--- src/rtl/pcsv_defines.svh ---
// shared constants of the receive status vector block: offsets, fields, resets
// assumes a single pclk domain and a 32-bit apb register bus
//
// Summary of operation
// - link bit high after sync and negotiation
// - link bit low on sync loss or failure
// - negotiating: link bit follows link register
// - not negotiating: link bit copies sync bit
// - sync bit from code group sync machine
// - sync bit high while sync is ok
// - bit 2 while configuration sets arrive
// - bit 3 while idle sets arrive
// - flag invalid data inside ordered sets
// - all outputs synchronous to core clock
`ifndef PCSV_DEFINES_SVH
`define PCSV_DEFINES_SVH

// ==================================================================
// register offsets (byte addresses)
`define PCSV_OFS_CTRL       8'h00
`define PCSV_OFS_LINK       8'h04
`define PCSV_OFS_IRQ_STAT   8'h08
`define PCSV_OFS_IRQ_MASK   8'h0c
`define PCSV_OFS_VECTOR     8'h10

// ==================================================================
// field positions
`define PCSV_CTRL_AN_EN     0
`define PCSV_LINK_STATUS    2
`define PCSV_LINK_AN_DONE   5
`define PCSV_VEC_LINK       0
`define PCSV_VEC_SYNC       1
`define PCSV_VEC_CFG_SETS   2
`define PCSV_VEC_IDLE_SETS  3
`define PCSV_VEC_INVALID    4
`define PCSV_VEC_DISP       5
`define PCSV_EV_SYNC_UP     0
`define PCSV_EV_SYNC_DOWN   1
`define PCSV_EV_INVALID     2
`define PCSV_EV_DISP        3
`define PCSV_EV_LINK_CHG    4

// ==================================================================
// reset values
`define PCSV_CTRL_RESET     1'b0
`define PCSV_MASK_RESET     5'h00

// ==================================================================
// code group values and sync thresholds
`define PCSV_K28_5          8'hbc
`define PCSV_D21_5          8'hb5
`define PCSV_D2_2           8'h42
`define PCSV_D5_6           8'hc5
`define PCSV_D16_2          8'h50
`define PCSV_GOOD_RUN       2'h3
`define PCSV_ERR_LIMIT      3'h4

`endif

--- src/rtl/pcsv_pkg.sv ---
// types shared by the receive status vector block
// assumes the defines header is compiled alongside
package pcsv_pkg;

    // ==================================================================
    // synchronisation machine, gray coded along the acquire path
    typedef enum logic [2:0] {
        PCSV_LOSS = 3'h0,
        PCSV_CD1  = 3'h1,
        PCSV_AQ1  = 3'h3,
        PCSV_CD2  = 3'h2,
        PCSV_AQ2  = 3'h6,
        PCSV_CD3  = 3'h7,
        PCSV_SYNC = 3'h5
    } pcsv_sync_t;

    // ==================================================================
    // ordered set decoder position
    typedef enum logic [2:0] {
        PCSV_OS_NONE = 3'h0,
        PCSV_OS_K    = 3'h1,
        PCSV_OS_C1   = 3'h3,
        PCSV_OS_C2   = 3'h2,
        PCSV_OS_I    = 3'h6
    } pcsv_os_t;

endpackage

--- src/rtl/pcsv_sync_fsm.sv ---
// code group synchronisation state machine
// assumes one code group per rx_cg_valid pulse, already decoded, on pclk
`include "pcsv_defines.svh"

module pcsv_sync_fsm (
    // clock and reset
    input  wire logic               pclk,
    input  wire logic               presetn,
    // decoded code groups
    input  wire logic               cg_valid,
    input  wire logic               cg_comma,
    input  wire logic               cg_bad,
    // result
    output pcsv_pkg::pcsv_sync_t    state,
    output logic                    sync_ok
);
    import pcsv_pkg::*;

    pcsv_sync_t   next_state;
    logic [2:0]   err_cnt;
    logic [1:0]   good_cnt;

    // ==================================================================
    // next state: three commas separated by clean data acquire sync
    always_comb begin
        next_state = state;
        if (cg_valid) begin
            case (state)
                PCSV_LOSS: next_state = (cg_comma && !cg_bad) ? PCSV_CD1 : PCSV_LOSS;
                PCSV_CD1:  next_state = cg_bad ? PCSV_LOSS : (cg_comma ? PCSV_CD1 : PCSV_AQ1);
                PCSV_AQ1:  next_state = cg_bad ? PCSV_LOSS : (cg_comma ? PCSV_CD2 : PCSV_AQ1);
                PCSV_CD2:  next_state = cg_bad ? PCSV_LOSS : (cg_comma ? PCSV_CD2 : PCSV_AQ2);
                PCSV_AQ2:  next_state = cg_bad ? PCSV_LOSS : (cg_comma ? PCSV_CD3 : PCSV_AQ2);
                PCSV_CD3:  next_state = cg_bad ? PCSV_LOSS : (cg_comma ? PCSV_CD3 : PCSV_SYNC);
                PCSV_SYNC: next_state = (cg_bad && err_cnt == `PCSV_ERR_LIMIT - 3'h1) ? PCSV_LOSS : PCSV_SYNC;
                default:   next_state = PCSV_LOSS;
            endcase
        end
    end

    always_ff @(posedge pclk or negedge presetn) begin
        if (!presetn) begin
            state <= PCSV_LOSS;
        end else begin
            state <= next_state;
        end
    end

    // ==================================================================
    // error budget: each run of good groups forgives one bad group
    always_ff @(posedge pclk or negedge presetn) begin
        if (!presetn) begin
            err_cnt  <= 3'h0;
            good_cnt <= 2'h0;
        end else if (state != PCSV_SYNC) begin
            err_cnt  <= 3'h0;
            good_cnt <= 2'h0;
        end else if (cg_valid && cg_bad) begin
            err_cnt  <= err_cnt + 3'h1;
            good_cnt <= 2'h0;
        end else if (cg_valid && err_cnt != 3'h0) begin
            if (good_cnt == `PCSV_GOOD_RUN) begin
                err_cnt  <= err_cnt - 3'h1;
                good_cnt <= 2'h0;
            end else begin
                good_cnt <= good_cnt + 2'h1;
            end
        end
    end

    // registered so the status word never sees a glitch of the decode
    always_ff @(posedge pclk or negedge presetn) begin
        if (!presetn) begin
            sync_ok <= 1'b0;
        end else begin
            sync_ok <= (next_state == PCSV_SYNC);
        end
    end

endmodule

--- src/rtl/pcsv_status.sv ---
// receive status vector: sync, ordered set and error status of one channel
// assumes decoded code groups and negotiation result synchronous to pclk,
// and an apb master on the same clock
//
// The APB register port and the register addresses were chosen for this implementation.
`include "pcsv_defines.svh"

module pcsv_status (
    // clock and reset
    input  wire logic          pclk,
    input  wire logic          presetn,
    // apb slave
    input  wire logic          psel,
    input  wire logic          penable,
    input  wire logic          pwrite,
    input  wire logic [7:0]    paddr,
    input  wire logic [31:0]   pwdata,
    output logic      [31:0]   prdata,
    output logic               pready,
    output logic               pslverr,
    // decoded receive code groups
    input  wire logic          rx_cg_valid,
    input  wire logic [7:0]    rx_cg_data,
    input  wire logic          rx_cg_is_k,
    input  wire logic          rx_cg_not_in_table,
    input  wire logic          rx_running_disparity_fault,
    // negotiation engine
    input  wire logic          an_complete,
    // status to client logic
    output logic      [5:0]    status_vector,
    output logic               irq
);
    import pcsv_pkg::*;

    // ==================================================================
    // declarations
    pcsv_sync_t   sync_state;
    logic         sync_ok;
    logic         cg_comma;
    logic         cg_bad;
    pcsv_os_t     os_pos;
    pcsv_os_t     next_os_pos;
    logic         os_c_done;
    logic         os_i_done;
    logic         os_break;
    logic         rx_config_sets_seen;
    logic         rx_idle_sets_seen;
    logic         rx_invalid_in_set;
    logic         disp_seen;
    logic         an_enable;
    logic         link_reg_status;
    logic         next_link;
    logic         link_q;
    logic         sync_q;
    logic [4:0]   events;
    logic [4:0]   irq_stat;
    logic [4:0]   irq_mask;
    logic         apb_setup_ok;
    logic         apb_done;
    logic         apb_rd_take;
    logic         addr_hit;
    logic [31:0]  rd_mux;
    logic         stat_rd_clr;

    // ==================================================================
    // code group classification
    // a bad group is one outside the tables or with a disparity fault
    assign cg_comma = rx_cg_is_k && (rx_cg_data == `PCSV_K28_5);
    assign cg_bad   = rx_cg_not_in_table || rx_running_disparity_fault;

    // ==================================================================
    // synchronisation machine
    pcsv_sync_fsm u_sync (
        .pclk     (pclk),
        .presetn  (presetn),
        .cg_valid (rx_cg_valid),
        .cg_comma (cg_comma),
        .cg_bad   (cg_bad),
        .state    (sync_state),
        .sync_ok  (sync_ok)
    );

    // ==================================================================
    // ordered set tracking
    // /C/ is comma, D21.5 or D2.2, then two config bytes; /I/ is comma and
    // D5.6 or D16.2. a set counts only when all of its groups arrive clean.
    always_comb begin
        next_os_pos = os_pos;
        os_c_done   = 1'b0;
        os_i_done   = 1'b0;
        os_break    = 1'b0;
        if (rx_cg_valid) begin
            if (cg_bad) begin
                next_os_pos = PCSV_OS_NONE;
                os_break    = (os_pos != PCSV_OS_NONE);
            end else if (cg_comma) begin
                next_os_pos = PCSV_OS_K;
                os_break    = (os_pos == PCSV_OS_C1) || (os_pos == PCSV_OS_C2);
            end else begin
                case (os_pos)
                    PCSV_OS_K: begin
                        if (!rx_cg_is_k && (rx_cg_data == `PCSV_D21_5 || rx_cg_data == `PCSV_D2_2)) begin
                            next_os_pos = PCSV_OS_C1;
                        end else if (!rx_cg_is_k && (rx_cg_data == `PCSV_D5_6 || rx_cg_data == `PCSV_D16_2)) begin
                            next_os_pos = PCSV_OS_NONE;
                            os_i_done   = 1'b1;
                        end else begin
                            next_os_pos = PCSV_OS_NONE;
                            os_break    = 1'b1;
                        end
                    end
                    PCSV_OS_C1: begin
                        next_os_pos = rx_cg_is_k ? PCSV_OS_NONE : PCSV_OS_C2;
                        os_break    = rx_cg_is_k;
                    end
                    PCSV_OS_C2: begin
                        next_os_pos = PCSV_OS_NONE;
                        os_c_done   = !rx_cg_is_k;
                        os_break    = rx_cg_is_k;
                    end
                    default: begin
                        next_os_pos = PCSV_OS_NONE;
                    end
                endcase
            end
        end
    end

    always_ff @(posedge pclk or negedge presetn) begin
        if (!presetn) begin
            os_pos <= PCSV_OS_NONE;
        end else if (!sync_ok) begin
            os_pos <= PCSV_OS_NONE;
        end else begin
            os_pos <= next_os_pos;
        end
    end

    // ==================================================================
    // set indications: hold while that kind of set keeps arriving
    // sets are only believed while synchronised; out of sync they drop
    always_ff @(posedge pclk or negedge presetn) begin
        if (!presetn) begin
            rx_config_sets_seen <= 1'b0;
        end else if (!sync_ok || os_i_done || os_break) begin
            rx_config_sets_seen <= 1'b0;
        end else if (os_c_done) begin
            rx_config_sets_seen <= 1'b1;
        end
    end

    always_ff @(posedge pclk or negedge presetn) begin
        if (!presetn) begin
            rx_idle_sets_seen <= 1'b0;
        end else if (!sync_ok || os_c_done || os_break) begin
            rx_idle_sets_seen <= 1'b0;
        end else if (os_i_done) begin
            rx_idle_sets_seen <= 1'b1;
        end
    end

    // invalid flag stays up until the next complete clean set or sync loss
    always_ff @(posedge pclk or negedge presetn) begin
        if (!presetn) begin
            rx_invalid_in_set <= 1'b0;
        end else if (sync_ok && os_break) begin
            rx_invalid_in_set <= 1'b1;
        end else if (!sync_ok || os_c_done || os_i_done) begin
            rx_invalid_in_set <= 1'b0;
        end
    end

    // disparity fault reported per received group
    always_ff @(posedge pclk or negedge presetn) begin
        if (!presetn) begin
            disp_seen <= 1'b0;
        end else if (rx_cg_valid) begin
            disp_seen <= rx_running_disparity_fault;
        end
    end

    // ==================================================================
    // link status
    // the link register bit mirrors a management status register bit 2
    assign link_reg_status = sync_ok && an_complete;
    always_comb begin
        if (an_enable) begin
            next_link = link_reg_status;
        end else begin
            next_link = sync_ok;
        end
    end

    // ==================================================================
    // status vector, one flop per bit on the core clock
    always_ff @(posedge pclk or negedge presetn) begin
        if (!presetn) begin
            status_vector <= 6'h00;
        end else begin
            status_vector[`PCSV_VEC_LINK]      <= next_link;
            status_vector[`PCSV_VEC_SYNC]      <= sync_ok;
            status_vector[`PCSV_VEC_CFG_SETS]  <= rx_config_sets_seen;
            status_vector[`PCSV_VEC_IDLE_SETS] <= rx_idle_sets_seen;
            status_vector[`PCSV_VEC_INVALID]   <= rx_invalid_in_set;
            status_vector[`PCSV_VEC_DISP]      <= disp_seen;
        end
    end

    // ==================================================================
    // event detection for the interrupt status
    always_ff @(posedge pclk or negedge presetn) begin
        if (!presetn) begin
            link_q <= 1'b0;
            sync_q <= 1'b0;
        end else begin
            link_q <= next_link;
            sync_q <= sync_ok;
        end
    end

    always_comb begin
        events                      = 5'h00;
        events[`PCSV_EV_SYNC_UP]    = sync_ok && !sync_q;
        events[`PCSV_EV_SYNC_DOWN]  = !sync_ok && sync_q;
        events[`PCSV_EV_INVALID]    = sync_ok && os_break;
        events[`PCSV_EV_DISP]       = rx_cg_valid && rx_running_disparity_fault;
        events[`PCSV_EV_LINK_CHG]   = next_link != link_q;
    end

    // ==================================================================
    // apb handshake
    // one wait state lets read data and pready both come from flops
    assign apb_setup_ok = psel && penable && !pready;
    assign apb_done     = psel && penable && pready;
    assign apb_rd_take  = apb_setup_ok && !pwrite;

    always_comb begin
        addr_hit = 1'b1;
        rd_mux   = 32'h0000_0000;
        case (paddr)
            `PCSV_OFS_CTRL: begin
                rd_mux[`PCSV_CTRL_AN_EN] = an_enable;
            end
            `PCSV_OFS_LINK: begin
                rd_mux[`PCSV_LINK_STATUS]  = link_reg_status;
                rd_mux[`PCSV_LINK_AN_DONE] = an_complete;
            end
            `PCSV_OFS_IRQ_STAT: begin
                rd_mux[4:0] = irq_stat;
            end
            `PCSV_OFS_IRQ_MASK: begin
                rd_mux[4:0] = irq_mask;
            end
            `PCSV_OFS_VECTOR: begin
                rd_mux[5:0] = status_vector;
            end
            default: begin
                addr_hit = 1'b0;
            end
        endcase
    end

    always_ff @(posedge pclk or negedge presetn) begin
        if (!presetn) begin
            pready  <= 1'b0;
            pslverr <= 1'b0;
            prdata  <= 32'h0000_0000;
        end else begin
            pready  <= apb_setup_ok;
            pslverr <= apb_setup_ok && !addr_hit;
            if (apb_rd_take) begin
                prdata <= rd_mux;
            end
        end
    end

    // ==================================================================
    // writable registers, committed at the completing edge
    always_ff @(posedge pclk or negedge presetn) begin
        if (!presetn) begin
            an_enable <= `PCSV_CTRL_RESET;
        end else if (apb_done && pwrite && paddr == `PCSV_OFS_CTRL) begin
            an_enable <= pwdata[`PCSV_CTRL_AN_EN];
        end
    end

    always_ff @(posedge pclk or negedge presetn) begin
        if (!presetn) begin
            irq_mask <= `PCSV_MASK_RESET;
        end else if (apb_done && pwrite && paddr == `PCSV_OFS_IRQ_MASK) begin
            irq_mask <= pwdata[4:0];
        end
    end

    // ==================================================================
    // sticky interrupt status, cleared by the read that samples it
    // an event in the clearing cycle survives, since set wins over clear
    assign stat_rd_clr = apb_rd_take && paddr == `PCSV_OFS_IRQ_STAT;

    always_ff @(posedge pclk or negedge presetn) begin
        if (!presetn) begin
            irq_stat <= 5'h00;
        end else begin
            irq_stat <= (irq_stat & {5{!stat_rd_clr}}) | events;
        end
    end

    // interrupt level: updates on the same edge as the status bits
    always_ff @(posedge pclk or negedge presetn) begin
        if (!presetn) begin
            irq <= 1'b0;
        end else begin
            irq <= |(((irq_stat & {5{!stat_rd_clr}}) | events) & irq_mask);
        end
    end

endmodule

--- config.mk ---
export PLATFORM = sky130hd
export DESIGN_NAME = pcsv_status
export DESIGN_NICKNAME = d
export VERILOG_FILES = /design/src/rtl/pcsv_pkg.sv /design/src/rtl/pcsv_sync_fsm.sv /design/src/rtl/pcsv_status.sv
export VERILOG_INCLUDE_DIRS = /design/src /design/src/rtl
export SDC_FILE = /design/constraint.sdc
export NUM_CORES = 1
export LEC_CHECK = 0
export BUFFER_PORTS_ARGS = -buffer_cell sky130_fd_sc_hd__buf_2
export CORE_MARGIN = 2
export CORE_UTILIZATION = 38
export CTS_BUF_LIST = sky130_fd_sc_hd__clkbuf_16
export DETAILED_ROUTE_END_ITERATION = 7
export PLACE_DENSITY_LB_ADDON = 0.08
export REMOVE_ABC_BUFFERS = 1
export SYNTH_ARGS = -nofsm -noshare
export SYNTH_HDL_FRONTEND = slang
export SYNTH_SLANG_ARGS = --single-unit
--- constraint.sdc ---
create_clock -name pclk -period 4.3 [get_ports pclk]
set_input_delay 0.86 -clock pclk [delete_from_list [all_inputs] [get_ports pclk]]
set_output_delay 0.86 -clock pclk [all_outputs]
set_load 0.05 [all_outputs]
==> impl_summary.txt, run 1 <==
----------------------------------------------------
[Outcome]
  Run status ... finished, final reports clean

[Global routing]
  All-Layer GR Usage ... between 10 and 15%
  Met2 global-route usage ... ~23%
  Vias in the first global route ... between 1,500 and 2,000
  Met3 layer usage reported by global route ... 3.98%
  Gr ovfl total ... 0
  Maximum number of pins on one net before global-route repair ... 42
  Peak-usage layer in the global routing report ... met2
  Initial antenna violation count ... 0
  Met1 layer usage reported by global route ... 20.0%
  Global-route wire length before repair ... slightly above 8000 um

[Critical path]
  Maximum fanout along the worst path ... 8
  Critical path data required time ... ~4500 ps
  Arrival @ worst endpoint ... 2420 ps
  Kind of launch point of the worst setup path ... input pin
  CP Class ... in2reg
  CP Capture Type ... flop

[Power]
  Switching share of power ... 32.2%
  Net Switching ... 0.000315 W
  Sequential share of power ... 42.4%
  Max IR drop VDD ... 175 uV
  Reported leakage power ... 1.27 nW
  Overall Power ... ~0.001 W
  Design internal power ... 0.000663 W
  Relative contribution of combinational cells to total power ... 20.3%
  Clock share of power ... between 30% and 40%
  Power density of the placed cells ... 365 nW/um2

[Synthesis]
  Count of mapped cells out of synthesis ... 248
  Predominant post-synthesis flop cell ... sky130_fd_sc_hd__dfrtp_1
  Cell type contributing the most total cell area after synthesis ... sky130_fd_sc_hd__dfrtp_1
  Distinct cell type count of the synthesized netlist ... 55
  Share of Yosys cell area claimed by the top area cell type ... 43.0%
  Count of state elements after synthesis ... slightly above 40
  Cell area after synthesis ... 2390 um2
  Synth Warn # ... 0
  Number of flops mapped to enable cells by yosys ... 0
  Mean cell area of the mapped netlist ... 9.63 um2
  Share of synthesized flip-flops with an asynchronous set or reset ... 100%
  Share of the yosys chip area belonging to registers ... a little over two fifths
  Top area cells in the synthesized netlist ... sky130_fd_sc_hd__dfrtp_1 (43%), sky130_fd_sc_hd__buf_4 (9.4%), sky130_fd_sc_hd__mux2_2 (5.2%)

[Placed design]
  Routability-driven placement congestion ratio ... 0.776
  Count of buffers inserted at the top-level ports ... 45
  Sum of net half-perimeters after detailed placement ... around 3700 um

[Timing]
  RSZ-0062 raised after global routing ... false
  Number of setup violations in the final report ... 0
  Final clock period utilization by the worst path ... 52.5%
  Achievable clock frequency ... between 400 and 500 MHz
  Final count of pins violating max slew ... 0
  Tmin final ... around 2300 ps
  Worst Skew ... roughly 2.1 ps
  Worst slew margin relative to its limit ... 39.6%
  Total negative slack for setup checks ... 0 ps
  Final count of hold timing violations ... 0
  Worst slew pin tran ... around 910 ps

[Clock network]
  Clock tree root driver cell ... sky130_fd_sc_hd__clkbuf_16
  Clk Latency, worst-skew pair ... between 200 and 300 ps
  H-tree depth ... 2
  CTS Sinks ... 41
  Num CTS Buffers ... 5
  Clock transition at the registers of the reported paths ... 60 ps
  Hold-fix buffers at CTS ... 0
  CTS tree ... done
  CTS resizes ... 0
  Number of buffers between clock root and the deepest sink ... 2
  Post-CTS setup repair buffer count ... 0

[Route]
  DRT antenna net count ... 0
  DRC violations left ... 0
  Via count ... 1,828
  Detailed-route vias per instance ... roughly 5.0
  Initial DRT Pass Iterations ... 4
  Routed WL ... slightly below 5000 um
  Average detailed-routed wire length per instance ... 13.6 um
  Iter 0 DRT Violations ... 99

[Final layout]
  Number of filler cells placed in the layout ... about 600
  Area growth from synthesis to layout ... 12.2%
  Number of antenna diodes ... 0
  Fraction of final layout cells with drive strength greater than 1 ... roughly 25%
  Final core area utilization ... between 40% and 50%
  Net count reported at finish ... between 300 and 400

[Hold path]
  Class of the tightest hold or removal check ... reg2reg

[Floorplan]
  Cell Rows ... 28
  Starting utilization of the core area ... 39.8%
  Chip Width ... 83.3 um
  I/O pin total ... 99
  Height of the die ... 83.3 um
  Die Footprint ... 6930 um2
  Area inside the core boundary ... 5990 um2

[Job]
  Total of max-cap violations ... 0

----------------------------------------------------
==> cells in the final DEF, fill, tap and decap left out, types with 3 or more instances in the layout <==
cell type and count:
sky130_fd_sc_hd__buf_2 45, sky130_fd_sc_hd__dfrtp_1 41, sky130_fd_sc_hd__conb_1 26, sky130_fd_sc_hd__nor2_1 22
sky130_fd_sc_hd__nand2_1 18, sky130_fd_sc_hd__a21oi_1 13, sky130_fd_sc_hd__o21ai_0 12, sky130_fd_sc_hd__inv_1 12
sky130_fd_sc_hd__mux2_2 11, sky130_fd_sc_hd__nand3_1 8, sky130_fd_sc_hd__nor3_1 5, sky130_fd_sc_hd__clkbuf_16 5
sky130_fd_sc_hd__nor2b_1 4, sky130_fd_sc_hd__a31oi_1 4, sky130_fd_sc_hd__and4b_1 3, sky130_fd_sc_hd__a22o_1 3
sky130_fd_sc_hd__nor3b_1 3, sky130_fd_sc_hd__o211ai_1 3, sky130_fd_sc_hd__and3_1 3, sky130_fd_sc_hd__a22oi_1 3
==> state kept, by name, summed over array words and instances, names as in the netlist, 2 cells and up <==
register and cells:
irq_mask 5, irq_stat 5, os_pos 2, prdata 6, status_vector 6, u_sync.err_cnt 3
u_sync.good_cnt 2, u_sync.state 3
==> power groups by stage <==
stage / clock [W] / combinational [W] / sequential, W
global placement: 0 / 0.000199 / 0.000422
floorplan: 0 / 0.0000884 / 0.000477
CTS: 0.000380 / 0.000200 / 0.000415
global route: 0.000396 / 0.000212 / 0.000418
detailed placement: 0 / 0.000200 / 0.000422
finish: 0.000365 / 0.000198 / 0.000414
==> cell usage after synthesis (4+ instances only) <==
cell / count
sky130_fd_sc_hd__dfrtp_1: 41
sky130_fd_sc_hd__nor3_1: 5
sky130_fd_sc_hd__o21ai_0: 12
sky130_fd_sc_hd__buf_4: 30
sky130_fd_sc_hd__a31oi_1: 4
sky130_fd_sc_hd__inv_1: 12
sky130_fd_sc_hd__mux2_2: 11
sky130_fd_sc_hd__a21oi_1: 13
sky130_fd_sc_hd__nand2_1: 18
sky130_fd_sc_hd__nor2b_1: 4
sky130_fd_sc_hd__nand3_1: 8
sky130_fd_sc_hd__nor2_1: 22
==> area by class of cell <==
cell class | count | area, um2 | share of cell area, %
Clock buffer | 5 | 125 | 4.67
Clock inverter | 3 | 16.3 | 0.607
Inverter | 12 | 45.0 | 1.68
Multi-Input combinational cell | 183 | 1150 | 42.8
Sequential cell | 41 | 1030 | 38.3
Tap cell | 75 | 93.8 | 3.50
Timing Repair Buffer | 45 | 225 | 8.41
==> worst max-delay path, stage by stage <==
cell and delay [ps]:
sky130_fd_sc_hd__buf_2 150, sky130_fd_sc_hd__o21ai_0 370, sky130_fd_sc_hd__inv_1 160, sky130_fd_sc_hd__fa_1 400, sky130_fd_sc_hd__xnor2_1 200, sky130_fd_sc_hd__o21ai_0 100, sky130_fd_sc_hd__nand2_1 90, sky130_fd_sc_hd__o21ai_0 70
==> cells by family after synthesis <==
family                   count (synthesis)  share of synthesized area, %
XOR/XNOR                                 4                          1.47
flip-flops                              41                          43.0
adder cells (fa/ha/maj)                  2                          1.36
buffers and inverters                   49                          12.9
AND/OR/NAND/NOR                         84                          20.0
multiplexers                            12                          5.61
AO/OA/AOI/OAI                           55                          15.5
other                                    1                         0.157
==> stage by stage <==
stage	hold slack (ps)	worst slack (ps)	instance area, um2	cells
after detailed placement	362	1730	2540	356
after CTS	377	2050	2680	364
after global routing	393	1880	2680	364
after global placement	361	1750	2540	356
final	375	2040	2680	364
after floorplan	350	2120	2220	236
==> final timing paths <==
kind | startpoint | end | slack, ps | cells after the start
worst max-delay path | rx_running_disparity_fault | u_sync.err_cnt[2] | 2040 | 8
worst min-delay path | rx_idle_sets_seen | status_vector[3] | 380 | 0
worst max register to register | pready | irq | 2370 | 5
worst min register to register | rx_idle_sets_seen | status_vector[3] | 380 | 0
max in group asynchronous | presetn | os_pos[0] | 3030 | 1
min in group asynchronous | presetn | prdata[1] | 710 | 1
==> per-layer routing <==
| layer | vias to the layer above | share of wire (%) |
|---|---|---|
| met5 | - | 0 |
| met4 | 0 | 0.79 |
| met3 | 5 | 5.7 |
| met2 | 55 | 45 |
| met1 | 853 | 48 |
| li1 | 915 | - |
No activity file was read; power rests on OpenSTA's default activity.
==> run 2, diff against run 1 <==
Clock period 4.3 ns to 1.9 ns, I/O delays scaled along.
==> impl_summary.txt, run 2 (synthesis gave the netlist of run 1 again) <==
----------------------------------------------------
[Critical path]
  Highest-delay cell along the critical path ... sky130_fd_sc_hd__fa_1
  Kind of launch point of the worst setup path ... input pin
  Worst Path Buf+Inv ... 2
  CP Class ... in2reg
  Maximum fanout along the worst path ... 2
  CP Capture Type ... flop
  Max incr delay on CP ... 410 ps
  Arrival @ worst endpoint ... about 1800 ps
  Cell mode on critical path ... sky130_fd_sc_hd__o21ai_0
  Top delay family on crit path ... compound AO/OA/AOI/OAI gates
  Critical path data required time ... a little over 2000 ps
  Cell breakdown of the critical path ... buf_2, o21ai_0, inv_1, fa_1, xnor2_1, o21ai_0, nand2_1, o21ai_0

[Floorplan]
  I/O pin total ... 99
  Cell Rows ... 28
  Chip Width ... 83.3 um
  Area inside the core boundary ... about 6000 um2
  Height of the die ... 83.3 um
  Starting utilization of the core area ... approximately two fifths
  Die Footprint ... 6930 um2

[Power]
  Reported leakage power ... 1.34 nW
  Power density of the placed cells ... 799 nW/um2
  Max IR drop VDD ... 445 uV

[Clock network]
  H-tree depth ... 2
  Number of buffers between clock root and the deepest sink ... 2
  Clock transition at the registers of the reported paths ... 60 ps
  CTS Sinks ... slightly above 40
  Clk Latency, worst-skew pair ... 280 ps
  Num CTS Buffers ... 5
  CTS resizes ... 0
  Clock tree root driver cell ... sky130_fd_sc_hd__clkbuf_16
  Hold-fix buffers at CTS ... 0
  CTS tree ... done
  Post-CTS setup repair buffer count ... 0

[Route]
  DRT antenna net count ... 0
  Detailed-route vias per instance ... 5.02
  Average detailed-routed wire length per instance ... approximately 13 um
  Via count ... around 1,900
  DRC violations left ... 0
  Routed WL ... a little over 5000 um
  Iter 0 DRT Violations ... 89
  Initial DRT Pass Iterations ... 4

[Global routing]
  Gr ovfl total ... 0
  Maximum number of pins on one net before global-route repair ... 23
  Global-route wire length before repair ... about 8600 um
  Met1 layer usage reported by global route ... 21.0%
  Peak-usage layer in the global routing report ... met2
  All-Layer GR Usage ... approximately 15%
  Met2 global-route usage ... between 20% and 30%
  Initial antenna violation count ... 0
  Met3 layer usage reported by global route ... 3.58%
  Vias in the first global route ... 1,757

[Placed design]
  Routability-driven placement congestion ratio ... 0.830
  Count of buffers inserted at the top-level ports ... between 40 and 50
  Sum of net half-perimeters after detailed placement ... ~3900 um

[Timing]
  Worst slew pin tran ... 494 ps
  Final count of hold timing violations ... 0
  Worst hold slack across all endpoints ... 51.5 ps
  Worst Skew ... 3.84 ps
  Final count of pins violating max slew ... 0
  Worst slew margin relative to its limit ... between 60% and 70%
  Final clock period utilization by the worst path ... between 80% and 90%
  Achievable clock frequency ... 602 MHz
  Total negative slack for setup checks ... 0 ps
  RSZ-0062 raised after global routing ... false
  Tmin final ... 1660 ps
  Number of setup violations in the final report ... 0

[Job]
  Total of max-cap violations ... 0

[Final layout]
  Final core area utilization ... 46.7%
  Fraction of final layout cells with drive strength greater than 1 ... between 20 and 30%
  Area growth from synthesis to layout ... 17.1%
  Biggest registers after layout ... prdata: 6 flops, status_vector: 6 flops
  Net count reported at finish ... 362
  Commonest cells after routing, fill and taps aside ... sky130_fd_sc_hd__buf_2 (45), sky130_fd_sc_hd__dfrtp_1 (41), sky130_fd_sc_hd__conb_1 (26)
  Most common cell after layout, fill and taps aside ... sky130_fd_sc_hd__buf_2
  Number of antenna diodes ... 0

[Hold path]
  Class of the tightest hold or removal check ... in2async

[Outcome]
  Run status ... finished, final reports clean

----------------------------------------------------
==> run 2: cell count changes in the layout (fill, tap and decap cells not counted), sizes merged <==
cell | before | now
buf | 45 | 59
==> run 2: worst paths after layout <==
check,start,slack [ps],endpoint,cells after the start
max,rx_running_disparity_fault,240,u_sync.err_cnt[2],8
min,presetn,50,irq_stat[1],1
min reg2reg,disp_seen,380,status_vector[5],0
min in group pclk,pwdata[4],310,irq_mask[4],3
max reg2reg,pready,250,irq,5
max in group asynchronous,presetn,1370,irq_stat[2],2
==> run 2: through the flow <==
step | power [W] | setup WS (ps) | instances | cell area [um2]
floorplan | 0.00128 | -34.1 | 236 | 2220
global placement | 0.00143 | 6.42 | 370 | 2660
detailed placement | 0.00143 | -17.1 | 370 | 2660
CTS | 0.00226 | 228 | 378 | 2800
global route | 0.00233 | 147 | 378 | 2800
finish | 0.00223 | 239 | 378 | 2800
==> run 2: per-layer routing <==
metal	share of wire, %	up-vias
met5	0	-
met4	0.39	0
met3	5.3	4
met2	45	62
met1	49	889
li1	-	941
==> run 2: cell type report <==
class / instances / area [um2]
multi-input cells: 183 / 1150
flip-flops and latches: 41 / 1030
clock buffers: 5 / 125
well taps: 75 / 93.8
fillers: 604 / 3190
clock inverters: 3 / 16.3
inverters: 12 / 45.0
repair buffers: 59 / 343
==> run 2: report_power, final <==
group / total, W / leakage (nW) / switching, W / internal (W)
registers: 0.000940 / 0.530 / 0.0000221 / 0.000918
clock network: 0.000823 / 0.0693 / 0.000341 / 0.000482
logic: 0.000470 / 0.740 / 0.000353 / 0.000118
